==> config.mk <==
export PLATFORM = sky130hd
export DESIGN_NAME = serial_prom_access_guard
export DESIGN_NICKNAME = d
export VERILOG_FILES = /design/src/hdl/serial_prom_guard_pkg.sv /design/src/hdl/serial_prom_access_guard.sv
export SDC_FILE = /design/constraint.sdc
export NUM_CORES = 1
export LEC_CHECK = 0
export ABC_CLOCK_PERIOD_IN_PS = 7950
export BUFFER_PORTS_ARGS = -buffer_cell sky130_fd_sc_hd__buf_2
export CAP_MARGIN = 5
export CORE_UTILIZATION = 45
export CTS_BUF_LIST = sky130_fd_sc_hd__clkbuf_4 sky130_fd_sc_hd__clkbuf_8
export DETAILED_ROUTE_END_ITERATION = 16
export PLACE_DENSITY = 0.69
export SYNTH_ARGS = -nofsm -noshare
export SYNTH_HDL_FRONTEND = slang
export SYNTH_SLANG_ARGS = --single-unit
==> constraint.sdc <==
create_clock -name pclk -period 7.95 [get_ports pclk]
set_clock_uncertainty 0.1 [all_clocks]
set_input_delay 1.1925 -clock pclk [delete_from_list [all_inputs] [get_ports pclk]]
set_output_delay 1.1925 -clock pclk [all_outputs]
set_load 0.01 [all_outputs]
==> src/hdl/serial_prom_guard_pkg.sv <==
// Constants and types for the serial programming access guard
// Summary of operation
// RULE_01 - Chip erase sets all flash to 0xFF, which removes any password
// RULE_02 - Any non-0xFF byte in 0xFFE0..0xFFFF marks part non-blank, needing authentication
// RULE_03 - Operation commands run only after good authentication; failure goes idle
// RULE_04 - Blank part skips string but still takes and range-checks both pointers
// RULE_05 - Status readout reports blank or non-blank
// RULE_06 - Erase, write, read, RAM load, security set need pointers and string
// RULE_07 - Length pointer must lie in 0xC000..0xFEFF, else password error
// RULE_08 - Compare pointer from 0xC000 to 0xFF00-N non-blank, 0xFEFF blank
// RULE_09 - Password error sends nothing and enters idle
// RULE_10 - Three identical consecutive string bytes are a password error
// RULE_11 - Blank write or RAM load hunts for 0x3A right after compare pointer
// RULE_12 - Controller sends no string to blank erase, avoids dummy strings
// RULE_13 - Lock blocks parallel read and write, and serial operation commands
// RULE_14 - Lock set only by 0xFA, cleared only by chip erase
// RULE_15 - Lock lives in its own nonvolatile store, not user flash
// RULE_16 - Erase bypass byte 0xFF drops the string for erase only
// RULE_17 - Sector erase with bypass 0xFF goes idle; no other command skips string
// RULE_18 - Debug bypass 0xFF skips lock check but keeps string check
// RULE_19 - Debug bypass not 0xFF with lock on: debug start goes idle
// RULE_20 - Debug bypass not 0xFF, lock off: debug start after string only
// RULE_21 - Parallel mode allows chip erase whatever the option bytes
// RULE_22 - Parallel mode with lock off allows free reads
// RULE_23 - Production code should keep erase bypass byte other than 0xFF
// RULE_24 - Each received pointer is three bytes wide
// RULE_25 - String compared byte by byte with N flash bytes; mismatch is error
// RULE_26 - Length N read at the length pointer must be 8 to 255
// RULE_27 - Idle ignores all traffic until reset
// RULE_28 - Blank status, option bytes, lock sampled before first command, held
package serial_prom_guard_pkg;
   localparam logic [7:0]  ADDR_CMD     = 8'h00;
   localparam logic [7:0]  ADDR_DATA    = 8'h04;
   localparam logic [7:0]  ADDR_STATUS  = 8'h08;
   localparam logic [7:0]  CMD_ERASE    = 8'hf0;
   localparam logic [7:0]  CMD_WRITE    = 8'h30;
   localparam logic [7:0]  CMD_READ     = 8'h40;
   localparam logic [7:0]  CMD_RAMLOAD  = 8'h60;
   localparam logic [7:0]  CMD_SECURE   = 8'hfa;
   localparam logic [7:0]  CMD_STATUS   = 8'hc3;
   localparam int          SECTOR_BIT   = 8;
   localparam int          DEBUG_BIT    = 9;
   localparam logic [15:0] VEC_FIRST    = 16'hffe0;
   localparam logic [15:0] VEC_LAST     = 16'hffff;
   localparam logic [15:0] OPT_ERASE    = 16'hfffa;
   localparam logic [15:0] OPT_DEBUG    = 16'hfffb;
   localparam logic [15:0] PTR_LOW      = 16'hc000;
   localparam logic [15:0] PTR_HIGH     = 16'hfeff;
   localparam logic [15:0] CMP_LIMIT    = 16'hff00;
   localparam logic [7:0]  ERASED       = 8'hff;
   localparam logic [7:0]  START_MARK   = 8'h3a;
   localparam logic [7:0]  MIN_LEN      = 8'h08;
   localparam logic [1:0]  PTR_LAST     = 2'h2;
   localparam int          ST_BLANK     = 0;
   localparam int          ST_LOCK      = 1;
   localparam int          ST_IDLE      = 2;
   localparam int          ST_GRANT     = 3;
   localparam int          ST_ERASE_FREE = 4;
   localparam int          ST_DEBUG_FREE = 5;
   localparam int          ST_READY     = 6;
   localparam int          ST_HEX       = 7;
   typedef enum logic [3:0] {SCAN, WAIT_CMD, LEN_PTR, FETCH, CMP_PTR,
                             PWD, HEX, GRANT, IDLE} guard_state_type;
endpackage : serial_prom_guard_pkg

==> src/hdl/serial_prom_access_guard.sv <==
// Access guard for serial programming: blank check, password, lock, options
`timescale 1ns/1ps
module serial_prom_access_guard (
   input  wire logic        pclk,
   input  wire logic        presetn,
   input  wire logic        psel,
   input  wire logic        penable,
   input  wire logic        pwrite,
   input  wire logic [7:0]  paddr,
   input  wire logic [31:0] pwdata,
   output logic      [31:0] prdata,
   output logic             pready,
   output logic             pslverr,
   output logic      [15:0] flash_addr,
   input  wire logic [7:0]  flash_rdata,
   input  wire logic        lock_stored,
   input  wire logic        par_read_req,
   input  wire logic        par_write_req,
   input  wire logic        par_erase_req,
   output logic             par_read_ok,
   output logic             par_write_ok,
   output logic             par_erase_ok,
   output logic             exec_grant,
   output logic      [7:0]  exec_cmd,
   output logic             hex_start,
   output logic             chip_erase,
   output logic             lock_program,
   output logic             guard_idle
);
   serial_prom_guard_pkg::guard_state_type state;
   logic        phase;
   logic        blank;
   logic        erase_free;
   logic        debug_free;
   logic        lock_s;
   logic [23:0] ptr;
   logic [1:0]  byte_cnt;
   logic [7:0]  n_len;
   logic [7:0]  idx;
   logic [7:0]  p1;
   logic [7:0]  p2;
   logic        cur_dbg;
   logic        cur_chip;
   logic        acc;
   logic        wr_cmd;
   logic        wr_data;
   logic [7:0]  b;
   logic [23:0] full;
   logic        cmd_ok;
   logic        protect;
   logic        block;
   logic [15:0] cmp_hi;
   logic        need_str;
   logic        to_hex;

   // Bus decode for accepted transfers
   assign acc     = psel & penable & pready;
   assign wr_cmd  = acc & pwrite & (paddr == serial_prom_guard_pkg::ADDR_CMD);
   assign wr_data = acc & pwrite & (paddr == serial_prom_guard_pkg::ADDR_DATA);
   assign b       = pwdata[7:0];
   assign full    = {ptr[15:0], b};
   assign cmd_ok  = (state == serial_prom_guard_pkg::WAIT_CMD) |
                    (state == serial_prom_guard_pkg::GRANT);

   // Command classification
   always_comb begin
      protect = pwdata[serial_prom_guard_pkg::DEBUG_BIT] |
                (b == serial_prom_guard_pkg::CMD_ERASE) |
                (b == serial_prom_guard_pkg::CMD_WRITE) |
                (b == serial_prom_guard_pkg::CMD_READ) |
                (b == serial_prom_guard_pkg::CMD_RAMLOAD) |
                (b == serial_prom_guard_pkg::CMD_SECURE); // RULE_06
      block = 1'b0;
      if (pwdata[serial_prom_guard_pkg::DEBUG_BIT]) begin
         block = lock_s & ~debug_free; // RULE_18 RULE_19
      end else begin
         block = lock_s & ~((b == serial_prom_guard_pkg::CMD_ERASE &
                             ~pwdata[serial_prom_guard_pkg::SECTOR_BIT]) |
                            (b == serial_prom_guard_pkg::CMD_SECURE) |
                            (b == serial_prom_guard_pkg::CMD_STATUS)); // RULE_13
         if (b == serial_prom_guard_pkg::CMD_ERASE &&
             pwdata[serial_prom_guard_pkg::SECTOR_BIT] && erase_free) begin
            block = 1'b1; // RULE_17
         end
      end
   end

   // Compare pointer limit and string demand
   always_comb begin
      cmp_hi = blank ? serial_prom_guard_pkg::PTR_HIGH
                     : serial_prom_guard_pkg::CMP_LIMIT - {8'h00, n_len}; // RULE_08
      need_str = ~blank & ~(cur_chip & erase_free); // RULE_02 RULE_16
      to_hex = ~cur_dbg & ((exec_cmd == serial_prom_guard_pkg::CMD_WRITE) |
                           (exec_cmd == serial_prom_guard_pkg::CMD_RAMLOAD));
   end

   // Session state machine
   always_ff @(posedge pclk or negedge presetn) begin
      if (!presetn) begin
         state      <= serial_prom_guard_pkg::SCAN;
         phase      <= 1'b0;
         flash_addr <= serial_prom_guard_pkg::VEC_FIRST;
         blank      <= 1'b1;
         erase_free <= 1'b0;
         debug_free <= 1'b0;
         lock_s     <= 1'b0;
         ptr        <= 24'h000000;
         byte_cnt   <= 2'h0;
         n_len      <= 8'h00;
         idx        <= 8'h00;
         p1         <= 8'h00;
         p2         <= 8'h00;
         cur_dbg    <= 1'b0;
         cur_chip   <= 1'b0;
         exec_cmd   <= 8'h00;
         exec_grant <= 1'b0;
         hex_start  <= 1'b0;
      end else begin
         exec_grant <= 1'b0;
         hex_start  <= 1'b0;
         case (state)
            serial_prom_guard_pkg::SCAN: begin
               // Vector area sweep, two cycles per byte
               phase <= ~phase;
               if (phase) begin
                  if (flash_rdata != serial_prom_guard_pkg::ERASED) begin
                     blank <= 1'b0; // RULE_02
                  end
                  if (flash_addr == serial_prom_guard_pkg::OPT_ERASE) begin
                     erase_free <= flash_rdata == serial_prom_guard_pkg::ERASED; // RULE_16
                  end
                  if (flash_addr == serial_prom_guard_pkg::OPT_DEBUG) begin
                     debug_free <= flash_rdata == serial_prom_guard_pkg::ERASED; // RULE_18
                  end
                  if (flash_addr == serial_prom_guard_pkg::VEC_LAST) begin
                     lock_s <= lock_stored; // RULE_28 RULE_15
                     state  <= serial_prom_guard_pkg::WAIT_CMD;
                  end else begin
                     flash_addr <= flash_addr + 16'h0001;
                  end
               end
            end
            serial_prom_guard_pkg::WAIT_CMD, serial_prom_guard_pkg::GRANT: begin
               if (wr_cmd) begin
                  exec_cmd <= b;
                  cur_dbg  <= pwdata[serial_prom_guard_pkg::DEBUG_BIT];
                  cur_chip <= (b == serial_prom_guard_pkg::CMD_ERASE) &
                              ~pwdata[serial_prom_guard_pkg::SECTOR_BIT] &
                              ~pwdata[serial_prom_guard_pkg::DEBUG_BIT];
                  ptr      <= 24'h000000;
                  byte_cnt <= 2'h0;
                  if (block) begin
                     state <= serial_prom_guard_pkg::IDLE; // RULE_13 RULE_19
                  end else if (protect) begin
                     state <= serial_prom_guard_pkg::LEN_PTR; // RULE_04 RULE_06
                  end else begin
                     state      <= serial_prom_guard_pkg::GRANT;
                     exec_grant <= 1'b1;
                  end
               end
            end
            serial_prom_guard_pkg::LEN_PTR: begin
               // Three-byte pointer, high byte first
               if (wr_data) begin
                  ptr      <= full; // RULE_24
                  byte_cnt <= byte_cnt + 2'h1;
                  if (byte_cnt == serial_prom_guard_pkg::PTR_LAST) begin
                     if (full[23:16] == 8'h00 &&
                         full[15:0] >= serial_prom_guard_pkg::PTR_LOW &&
                         full[15:0] <= serial_prom_guard_pkg::PTR_HIGH) begin
                        flash_addr <= full[15:0];
                        phase      <= 1'b0;
                        state      <= serial_prom_guard_pkg::FETCH;
                     end else begin
                        state <= serial_prom_guard_pkg::IDLE; // RULE_07
                     end
                  end
               end
            end
            serial_prom_guard_pkg::FETCH: begin
               phase <= ~phase;
               if (phase) begin
                  n_len    <= flash_rdata;
                  ptr      <= 24'h000000;
                  byte_cnt <= 2'h0;
                  if (!blank && flash_rdata < serial_prom_guard_pkg::MIN_LEN) begin
                     state <= serial_prom_guard_pkg::IDLE; // RULE_26
                  end else begin
                     state <= serial_prom_guard_pkg::CMP_PTR;
                  end
               end
            end
            serial_prom_guard_pkg::CMP_PTR: begin
               if (wr_data) begin
                  ptr      <= full; // RULE_24
                  byte_cnt <= byte_cnt + 2'h1;
                  idx      <= 8'h00;
                  if (byte_cnt == serial_prom_guard_pkg::PTR_LAST) begin
                     flash_addr <= full[15:0];
                     if (full[23:16] != 8'h00 ||
                         full[15:0] < serial_prom_guard_pkg::PTR_LOW ||
                         full[15:0] > cmp_hi) begin
                        state <= serial_prom_guard_pkg::IDLE; // RULE_08 RULE_09
                     end else if (need_str) begin
                        state <= serial_prom_guard_pkg::PWD; // RULE_03
                     end else if (to_hex) begin
                        state <= serial_prom_guard_pkg::HEX; // RULE_11
                     end else begin
                        state      <= serial_prom_guard_pkg::GRANT; // RULE_04 RULE_16
                        exec_grant <= 1'b1;
                     end
                  end
               end
            end
            serial_prom_guard_pkg::PWD: begin
               // Byte compare against flash at compare pointer plus index
               if (wr_data) begin
                  p1 <= b;
                  p2 <= p1;
                  if (b != flash_rdata) begin
                     state <= serial_prom_guard_pkg::IDLE; // RULE_25 RULE_03
                  end else if (idx >= 8'h02 && b == p1 && p1 == p2) begin
                     state <= serial_prom_guard_pkg::IDLE; // RULE_10
                  end else if (idx == n_len - 8'h01) begin
                     if (to_hex) begin
                        state <= serial_prom_guard_pkg::HEX;
                     end else begin
                        state      <= serial_prom_guard_pkg::GRANT; // RULE_03 RULE_20
                        exec_grant <= 1'b1;
                     end
                  end else begin
                     idx        <= idx + 8'h01;
                     flash_addr <= flash_addr + 16'h0001;
                  end
               end
            end
            serial_prom_guard_pkg::HEX: begin
               // Drop bytes until a start mark
               if (wr_data && b == serial_prom_guard_pkg::START_MARK) begin
                  state      <= serial_prom_guard_pkg::GRANT; // RULE_11
                  exec_grant <= 1'b1;
                  hex_start  <= 1'b1;
               end
            end
            serial_prom_guard_pkg::IDLE: begin
               state <= serial_prom_guard_pkg::IDLE; // RULE_27 RULE_09
            end
            default: begin
               state <= serial_prom_guard_pkg::IDLE;
            end
         endcase
      end
   end

   // Follow-on pulses to flash and the lock store, and the registered idle flag
   always_ff @(posedge pclk or negedge presetn) begin
      if (!presetn) begin
         chip_erase   <= 1'b0;
         lock_program <= 1'b0;
         guard_idle   <= 1'b0;
      end else begin
         chip_erase   <= exec_grant & cur_chip; // RULE_01 RULE_14
         lock_program <= exec_grant & ~cur_dbg &
                         (exec_cmd == serial_prom_guard_pkg::CMD_SECURE); // RULE_14
         guard_idle   <= state == serial_prom_guard_pkg::IDLE;
      end
   end

   // Parallel mode gating
   always_ff @(posedge pclk or negedge presetn) begin
      if (!presetn) begin
         par_read_ok  <= 1'b0;
         par_write_ok <= 1'b0;
         par_erase_ok <= 1'b0;
      end else begin
         par_read_ok  <= par_read_req & ~lock_stored; // RULE_13 RULE_22
         par_write_ok <= par_write_req & ~lock_stored; // RULE_13
         par_erase_ok <= par_erase_req; // RULE_21
      end
   end

   // APB slave, zero wait state, error on unmapped address
   always_ff @(posedge pclk or negedge presetn) begin
      if (!presetn) begin
         pready  <= 1'b0;
         pslverr <= 1'b0;
         prdata  <= 32'h00000000;
      end else begin
         pready  <= psel & ~penable;
         pslverr <= psel & ~penable &
                    (paddr != serial_prom_guard_pkg::ADDR_CMD) &
                    (paddr != serial_prom_guard_pkg::ADDR_DATA) &
                    (paddr != serial_prom_guard_pkg::ADDR_STATUS);
         prdata  <= 32'h00000000;
         if (psel && !penable && !pwrite &&
             paddr == serial_prom_guard_pkg::ADDR_STATUS) begin
            prdata[serial_prom_guard_pkg::ST_BLANK] <= blank; // RULE_05
            prdata[serial_prom_guard_pkg::ST_LOCK]  <= lock_s;
            prdata[serial_prom_guard_pkg::ST_IDLE]  <= state == serial_prom_guard_pkg::IDLE;
            prdata[serial_prom_guard_pkg::ST_GRANT] <= state == serial_prom_guard_pkg::GRANT;
            prdata[serial_prom_guard_pkg::ST_ERASE_FREE] <= erase_free;
            prdata[serial_prom_guard_pkg::ST_DEBUG_FREE] <= debug_free;
            prdata[serial_prom_guard_pkg::ST_READY] <= state != serial_prom_guard_pkg::SCAN;
            prdata[serial_prom_guard_pkg::ST_HEX]   <= state == serial_prom_guard_pkg::HEX;
         end
      end
   end
endmodule : serial_prom_access_guard

# == Word level (Yosys, flattened, before mapping) ==
# Index checks and enable logic that the tools add are counted.
# word_totals
ff_bits,103
in_bits,57
out_inout_bits,66
wordCells,237
# classes
add_sub_neg,5
order_cmp,6
eq_ne,49
mux,70
bitwise,39
reduce_logical,41
# op_table
operator,n
$mux 16,15
$mux 4,17
$pmux 16 s4,1
$eq 16x16->1 const B,3
$mux 8,6
$pmux 16 s3,1
$eq 8x8->1 const B,5
$ne 2x2->1 const B,15
$pmux 4 s7,1
$eq 8x6->1 const B,3
$eq 8x7->1 const B,3
$eq 8x8->1,3
$and 1x1->1,21
$mux 1,20
$add 16x1->16 const B,1
$eq 4x3->1 const B,4
$ge 16x16->1 const B,1
$gt 16x16->1,1
$le 16x16->1 const B,1
$logic_not 8->1,2
$lt 16x16->1 const B,1
$pmux 8 s2,1
$reduce_bool 8->1,2
$reduce_and 12->1,1
38 further kinds,81

# == Logic depth before layout (Yosys ltp) ==
# Gate-level depths: netlist of the first run.
# depth
depth_word,11
mapped_depth,13
ltp_nobuf,13

# == Worst setup path before layout of the first run ==
# No wires, ideal clock.
# synth_path
kind,input -> register
startpoint,input port paddr[1]
endpoint,register flash_addr[1]
setup_ns,0.127
arrival_time_ns,3.484
required_ns,7.723
path_slack_ns,4.239
cell_stages,7
n_path_buf,1
cell_sequence,or4_4 or4_4 o211a_1 nor4_4 and2_1 buf_4 mux2_1
# synth_via
elab_chain_cells,4
# synth_lines
element,line,text
from (decl),serial_prom_access_guard.sv:9,"input wire logic [7:0] paddr,"
$eq 8x3->1 (*),serial_prom_access_guard.sv:59,assign wr_data = acc & pwrite & (paddr == serial_prom_guard_pkg::ADDR_DATA);
$and 1x1->1 (*),serial_prom_access_guard.sv:59,
$ne 2x2->1 (no source line),-,
$reduce_and 12->1 (no source line) (*),-,
to (signal assigned),serial_prom_access_guard.sv:102,flash_addr <= serial_prom_guard_pkg::VEC_FIRST;
to (signal assigned),serial_prom_access_guard.sv:139,flash_addr <= flash_addr + 16'h0001;
to (signal assigned),serial_prom_access_guard.sv:171,flash_addr <= full[15:0];
to (decl),serial_prom_access_guard.sv:14,"output logic [15:0] flash_addr,"
# Every way passes the cells marked *; elsewhere a longest branch is shown, timed or not.
# A chain may end at the register's enable or synchronous reset.

# == Worst setup path after layout of the first run ==
# Same ends and word-level chain as after synthesis.

==> results.ini, run 1 <==
[status]
status = finished clean

[critical_path]
r2r_cells = 9
r2r-start = idx[0]$_DFFE_PN0P_
worst-path-buf-inv = 1
crit_path_top_delay_cell = nor4_4
worstSetupEndpointType = flip-flop
slowest_delay_ps = 780
r2r_end = flash_addr[1]$_DFFE_PN0P_
cp.arrival_ps = 4520
cp.depth = 7
reg2reg_setup_slack_ps = 4110
crit_family = simple AND/OR/NAND/NOR gates
crit_path_start = paddr[1]
worst-path-max-fanout = 17
critPathRequiredTime_ps = 8120
setup.worst_path.class = in -> reg
start_kind = input port
cp_common_cell = or4_4
cp_cell_sequence = buf_2 > or4_4 > or4_4 > o211a_1 > nor4_4 > and2_1 > mux2_1
crit_end = flash_addr[1]$_DFFE_PN0P_

[timing]
grt_setup_unrepaired = no
tightest_slew_ps = 1220
hold_ws_ps = 430
tns_ps = 0
slew_violations = 0
fin_crit_ps = 4350
finalCritPeriodShare = 0.547
hold_viol = 0
fmax_ghz = 0.230
setup_viol = 0
slew-limit-headroom = 0.189

[cts]
clk_pin_slew_worst_paths_ps = 90
clock_sinks = 103
cts_htree_levels = 3
clk_latency_ps = 380
clock_tree.root_cell = clkbuf_8
cts_resized = 0
cts_setup_buffers = 0
cts_tree = built
cts-buffers-inserted = 9
hold_buffers = 0
clk_path_buf_depth = 2

[global_routing]
grt_max_degree = 70
overflow = 0
grt_use_total = 0.234
top_usage_layer = met2
use_met1 = 0.326
antenna_found_initial = 0
grt_pass1_vias = 4972
grtUsageMet3 = 0.0304
grt_pass1_wl_um = 26200
use_met2 = 0.369

[route]
routedWlPerCell_um = 17.6
firstDrtPassIters = 5
antenna_left = 0
drc = 0
vias_per_cell = 5.89
drt-total-wl_um = 16100
dr.first_iter.drc_count = 364
vias = 5402

[floorplanning]
die_w_um = 120
fp.dieH_um = 120
core_area_um2 = 13300
rows = 42
initial_core_util = 0.466
ioPinCount = 123
fp.dieArea_um2 = 14300

[min_path]
hp-class = reg -> reg

[placement]
portBuffers = 76
place_congestion = 0.893
dp_hpwl_um = 11500

[synth]
ys_ff_latch = 103
synthTopCellsByArea = dfrtp_1 37%, mux2_2 6.3%, dfstp_2 5.1%
yosysSeqAreaShare = 0.417
yosys.area.top_type = dfrtp_1
yosysTopAreaCellShare = 0.366
synth_cell_types = 67
synth-edff-count = 0
async_flop_share = 1.00
synth_warnings = 0
syn_area_um2 = 6220
ys_dominant_reg_cell = dfrtp_1
syn_inst = 681
syn_avg_cell_area_um2 = 9.13

[pwr]
power_switching_uw = 234
swShare = 0.245
ir_worst_vdd_mv = 0.0934
power_leakage_uw = 0.00309
power.share.clock = 0.357
cellPowerDensity_nw_per_um2 = 140
p_comb_frac = 0.078
p_int_uw = 721
pwr-share-seq = 0.564
power.total_uw = 955

[final_layout]
mostFrequentLayoutCells = 91 x dfrtp_1, 75 x buf_2, 59 x nand2_1
finalNetCount = 809
layout.cells.most_common = dfrtp_1
diodes = 0
syn2layout_area_growth_pct = 9.88
drive_gt1_frac = 0.216

[run]
maxCapViolCount = 0

[worst min path at each step]
stage / cells past startpoint / start / to
final: 1 / byte_cnt[1]$_DFFE_PN0P_ / byte_cnt[1]$_DFFE_PN0P_
after global routing: 1 / p2[5]$_DFFE_PN0P_ / p2[5]$_DFFE_PN0P_
after CTS: 1 / byte_cnt[1]$_DFFE_PN0P_ / byte_cnt[1]$_DFFE_PN0P_
after detailed placement: 1 / cur_dbg$_DFFE_PN0P_ / cur_dbg$_DFFE_PN0P_
after global placement: 1 / byte_cnt[1]$_DFFE_PN0P_ / byte_cnt[1]$_DFFE_PN0P_
after floorplan: 1 / debug_free$_DFFE_PN0P_ / prdata[5]$_DFF_PN0_
[metrics by stage]
step / setup slack [ps] / utilization / instances / area (µm²)
after detailed placement: 3250 / 0.496 / 900 / 6620
after floorplan: 4240 / - / 704 / 6310
after CTS: 3670 / 0.511 / 916 / 6820
after global routing: 3510 / 0.512 / 917 / 6830
after global placement: 3280 / 0.496 / 900 / 6620
final: 3600 / 0.512 / 917 / 6830
[Yosys cell counts (all sizes together) (4+ instances only)]
master  instances
o21ai          44
ha             16
dfstp          12
and2            7
o211a           4
xor2            4
o211ai          4
nor2b           9
clkbuf         28
o31ai           8
and3            7
nor2           41
or4             7
a21oi          27
nand2          59
buf            31
mux2           36
nor3           19
inv            29
or2             6
a31oi          21
xnor2          15
nand4          16
or3            13
nor4           11
dfrtp          91
o22ai           8
a21o            5
a211oi          4
nand2b          8
nand3          47
[state kept, by name, indices dropped and copies added, names as in the netlist, 2 cells and up]
name / count
byte_cnt: 2
exec_cmd: 8
flash_addr: 16
idx: 8
n_len: 8
p1: 8
p2: 8
prdata: 8
ptr: 16
state: 4
[per-layer routing]
metal | wire length (µm) | share of wire
met2 | 7640 | 0.47
met4 | 339 | 0.021
met3 | 947 | 0.059
met5 | 0 | 0
met1 | 7190 | 0.45
[power by group through the flow]
| stage | clock (µW) | combinational (µW) | sequential, µW |
|---|---|---|---|
| final | 341 | 74.9 | 539 |
| after global routing | 375 | 83.6 | 540 |
| after global placement | 0 | 72.6 | 549 |
| after detailed placement | 0 | 75.5 | 549 |
| after floorplan | 0 | 47.9 | 546 |
| after CTS | 353 | 75.5 | 539 |
[kinds of logic after synthesis]
| family | after synthesis | synth area share |
|---|---|---|
| compound gates | 150 | 0.153 |
| mux | 36 | 0.0652 |
| buf+inv | 88 | 0.0698 |
| fa+ha+maj | 16 | 0.0322 |
| simple gates | 266 | 0.228 |
| flops | 103 | 0.417 |
| other cells | 1 | 0.000603 |
| xor+xnor | 21 | 0.0342 |
[worst register-to-register path: stages, from the launching register on]
cell	delay, ps
dfrtp_1	460
inv_1	70
ha_1	190
nor4_1	430
a22oi_1	130
nand4_1	270
a21oi_1	200
nor4_4	860
and2_1	670
mux2_1	380
[area by class of cell]
| class | count | area, µm² |
|---|---|---|
| clock inverter | 3 | 43.8 |
| multi-input combinational | 513 | 3290 |
| tap | 176 | 220 |
| timing repair buffer | 80 | 420 |
| fill | 1224 | 6510 |
| clock buffer | 13 | 160 |
| sequential | 103 | 2590 |
| inverter | 29 | 109 |
No activity file was read; power rests on OpenSTA's default activity.
==> run 2: changes to the inputs <==
--- a/config.mk
+++ b/config.mk
@@ -5,13 +5,13 @@
 export SDC_FILE = /design/constraint.sdc
 export NUM_CORES = 1
 export LEC_CHECK = 0
-export ABC_CLOCK_PERIOD_IN_PS = 7950
+export ABC_CLOCK_PERIOD_IN_PS = 3750
 export BUFFER_PORTS_ARGS = -buffer_cell sky130_fd_sc_hd__buf_2
 export CAP_MARGIN = 5
 export CORE_UTILIZATION = 45
 export CTS_BUF_LIST = sky130_fd_sc_hd__clkbuf_4 sky130_fd_sc_hd__clkbuf_8
 export DETAILED_ROUTE_END_ITERATION = 16
-export PLACE_DENSITY = 0.69
+export PLACE_DENSITY = 0.72
 export SYNTH_ARGS = -nofsm -noshare
 export SYNTH_HDL_FRONTEND = slang
 export SYNTH_SLANG_ARGS = --single-unit
==> constraint.sdc (replaced) <==
create_clock -name pclk -period 3.75 [get_ports pclk]
set_clock_uncertainty 0.1 [all_clocks]
set_input_delay 0.5625 -clock pclk [delete_from_list [all_inputs] [get_ports pclk]]
set_output_delay 0.5625 -clock pclk [all_outputs]
set_load 0.01 [all_outputs]
==> results.ini, run 2 (synthesis results as in run 1) <==
[pwr]
power_leakage_uw = 0.00315
swShare = 0.257
power.total_uw = 2040
cellPowerDensity_nw_per_um2 = 295
ir_worst_vdd_mv = 0.172
power.share.clock = 0.359
power_switching_uw = 525
pwr-share-seq = 0.560
p_comb_frac = 0.081
p_int_uw = 1520

[critical_path]
cp_common_cell = nor2_1
worst-path-buf-inv = 0
cp.arrival_ps = 3310
worstSetupEndpointType = flip-flop
slowest_delay_ps = 490
critPathRequiredTime_ps = 3940
cp_cell_sequence = nor3_1 > nor3b_1 > xnor2_1 > nor2_1 > ha_1 > a211oi_1 > nor2_1 > o41ai_1 > nor2b_1 > a31oi_1 > o221ai_1
crit_path_start = n_len[2]$_DFFE_PN0P_
start_kind = flip-flop
worst-path-max-fanout = 9
crit_path_top_delay_cell = dfrtp_1
setup.worst_path.class = reg -> reg
crit_family = simple AND/OR/NAND/NOR gates
r2r-start = n_len[2]$_DFFE_PN0P_

[floorplanning]
fp.dieH_um = 120
core_area_um2 = 13300
fp.dieArea_um2 = 14300
initial_core_util = 0.466
rows = 42
die_w_um = 120
ioPinCount = 123

[cts]
clock_sinks = 103
clk_path_buf_depth = 2
cts_setup_buffers = 0
cts_resized = 0
hold_buffers = 0
cts_tree = built
clk_latency_ps = 380
clock_tree.root_cell = clkbuf_8
clk_pin_slew_worst_paths_ps = 100
cts-buffers-inserted = 9
cts_htree_levels = 3

[route]
antenna_left = 0
vias_per_cell = 5.97
drc = 0
dr.first_iter.drc_count = 405
drt-total-wl_um = 16700
firstDrtPassIters = 4
vias = 5555
routedWlPerCell_um = 18.0

[timing]
slew-limit-headroom = 0.353
slew_violations = 0
fmax_ghz = 0.321
fin_crit_ps = 3120
finalCritPeriodShare = 0.831
grt_setup_unrepaired = no
hold_viol = 0
setup_viol = 0
tightest_slew_ps = 970
tns_ps = 0

[global_routing]
grt_use_total = 0.243
grt_max_degree = 104
antenna_found_initial = 0
overflow = 0
grt_pass1_wl_um = 27300
grt_pass1_vias = 5296

[placement]
portBuffers = 76
place_congestion = 0.893
dp_hpwl_um = 12100

[status]
status = finished clean

[final_layout]
finalNetCount = 822
diodes = 0
drive_gt1_frac = 0.228
mostFrequentLayoutCells = 91 x dfrtp_1, 75 x buf_2, 59 x nand2_1
syn2layout_area_growth_pct = 11.5
largestRegisters = flash_addr: 16 flops, ptr: 16 flops
layout.cells.most_common = dfrtp_1

[run]
maxCapViolCount = 0

[min_path]
hp-class = in -> async

==> run 2: changes by cell type in the layout (fill, tap and decap cells not counted), sizes merged <==
| cell | change |
|---|---|
| buf | +13 |
| clkbuf | -2 |
| clkinv | +1 |
| inv | +1 |
==> run 2: final cells by class <==
class	instances	area [µm²]
flip-flops and latches	103	2590
clock inverters	5	56.3
fillers	1244	6410
repair buffers	93	523
clock buffers	11	145
inverters	29	109
multi-input cells	513	3290
well taps	176	220
==> run 2: metal layers <==
| layer | track usage | part of all wire | routed length (µm) | vias up |
|---|---|---|---|---|
| li1 | - | - | - | 2565 |
| met1 | 0.321 | 0.44 | 7290 | 2764 |
| met2 | 0.405 | 0.49 | 8200 | 197 |
| met3 | 0.0290 | 0.052 | 866 | 29 |
| met4 | 0.0953 | 0.022 | 368 | 0 |
| met5 | 0 | 0 | 0 | - |
==> run 2: through the flow <==
step / worst slack [ps] / hold slack (ps) / utilization / cell area (µm²) / std cells
after floorplan: 669 / 167 / - / 6310 / 704
after global placement: 499 / 397 / 0.504 / 6730 / 914
after detailed placement: 409 / 407 / 0.504 / 6730 / 914
after CTS: 641 / 160 / 0.519 / 6930 / 930
after global routing: 337 / 182 / 0.519 / 6930 / 930
final: 633 / 94.4 / 0.519 / 6930 / 930
==> run 2: path summary, 6_finish.rpt <==
kind	slack [ps]	cells after the start	endpoint
worst max-delay path	630	11	exec_grant$_DFF_PN0_
worst min-delay path	90	2	idx[4]$_DFFE_PN0P_
worst max register to register	630	11	exec_grant$_DFF_PN0_
worst min register to register	430	1	exec_cmd[5]$_DFFE_PN0P_
max in group asynchronous	2960	2	n_len[2]$_DFFE_PN0P_
min in group pclk	190	1	par_erase_ok$_DFF_PN0_
==> run 2: worst reg2reg max path: stages (launching register included) <==
cell      delay [ps]
dfrtp_1          490
nor3_1           270
nor3b_1          370
xnor2_1          170
nor2_1            70
ha_1             290
a211oi_1         230
nor2_1            80
o41ai_1          320
nor2b_1          320
a31oi_1          130
o221ai_1         200
==> run 2: power by group through the flow <==
stage	combinational, µW	clock, µW	sequential [µW]
after detailed placement	166	0	1160
after CTS	166	746	1140
after global placement	159	0	1160
after global routing	184	791	1150
final	165	734	1140
after floorplan	101	0	1160
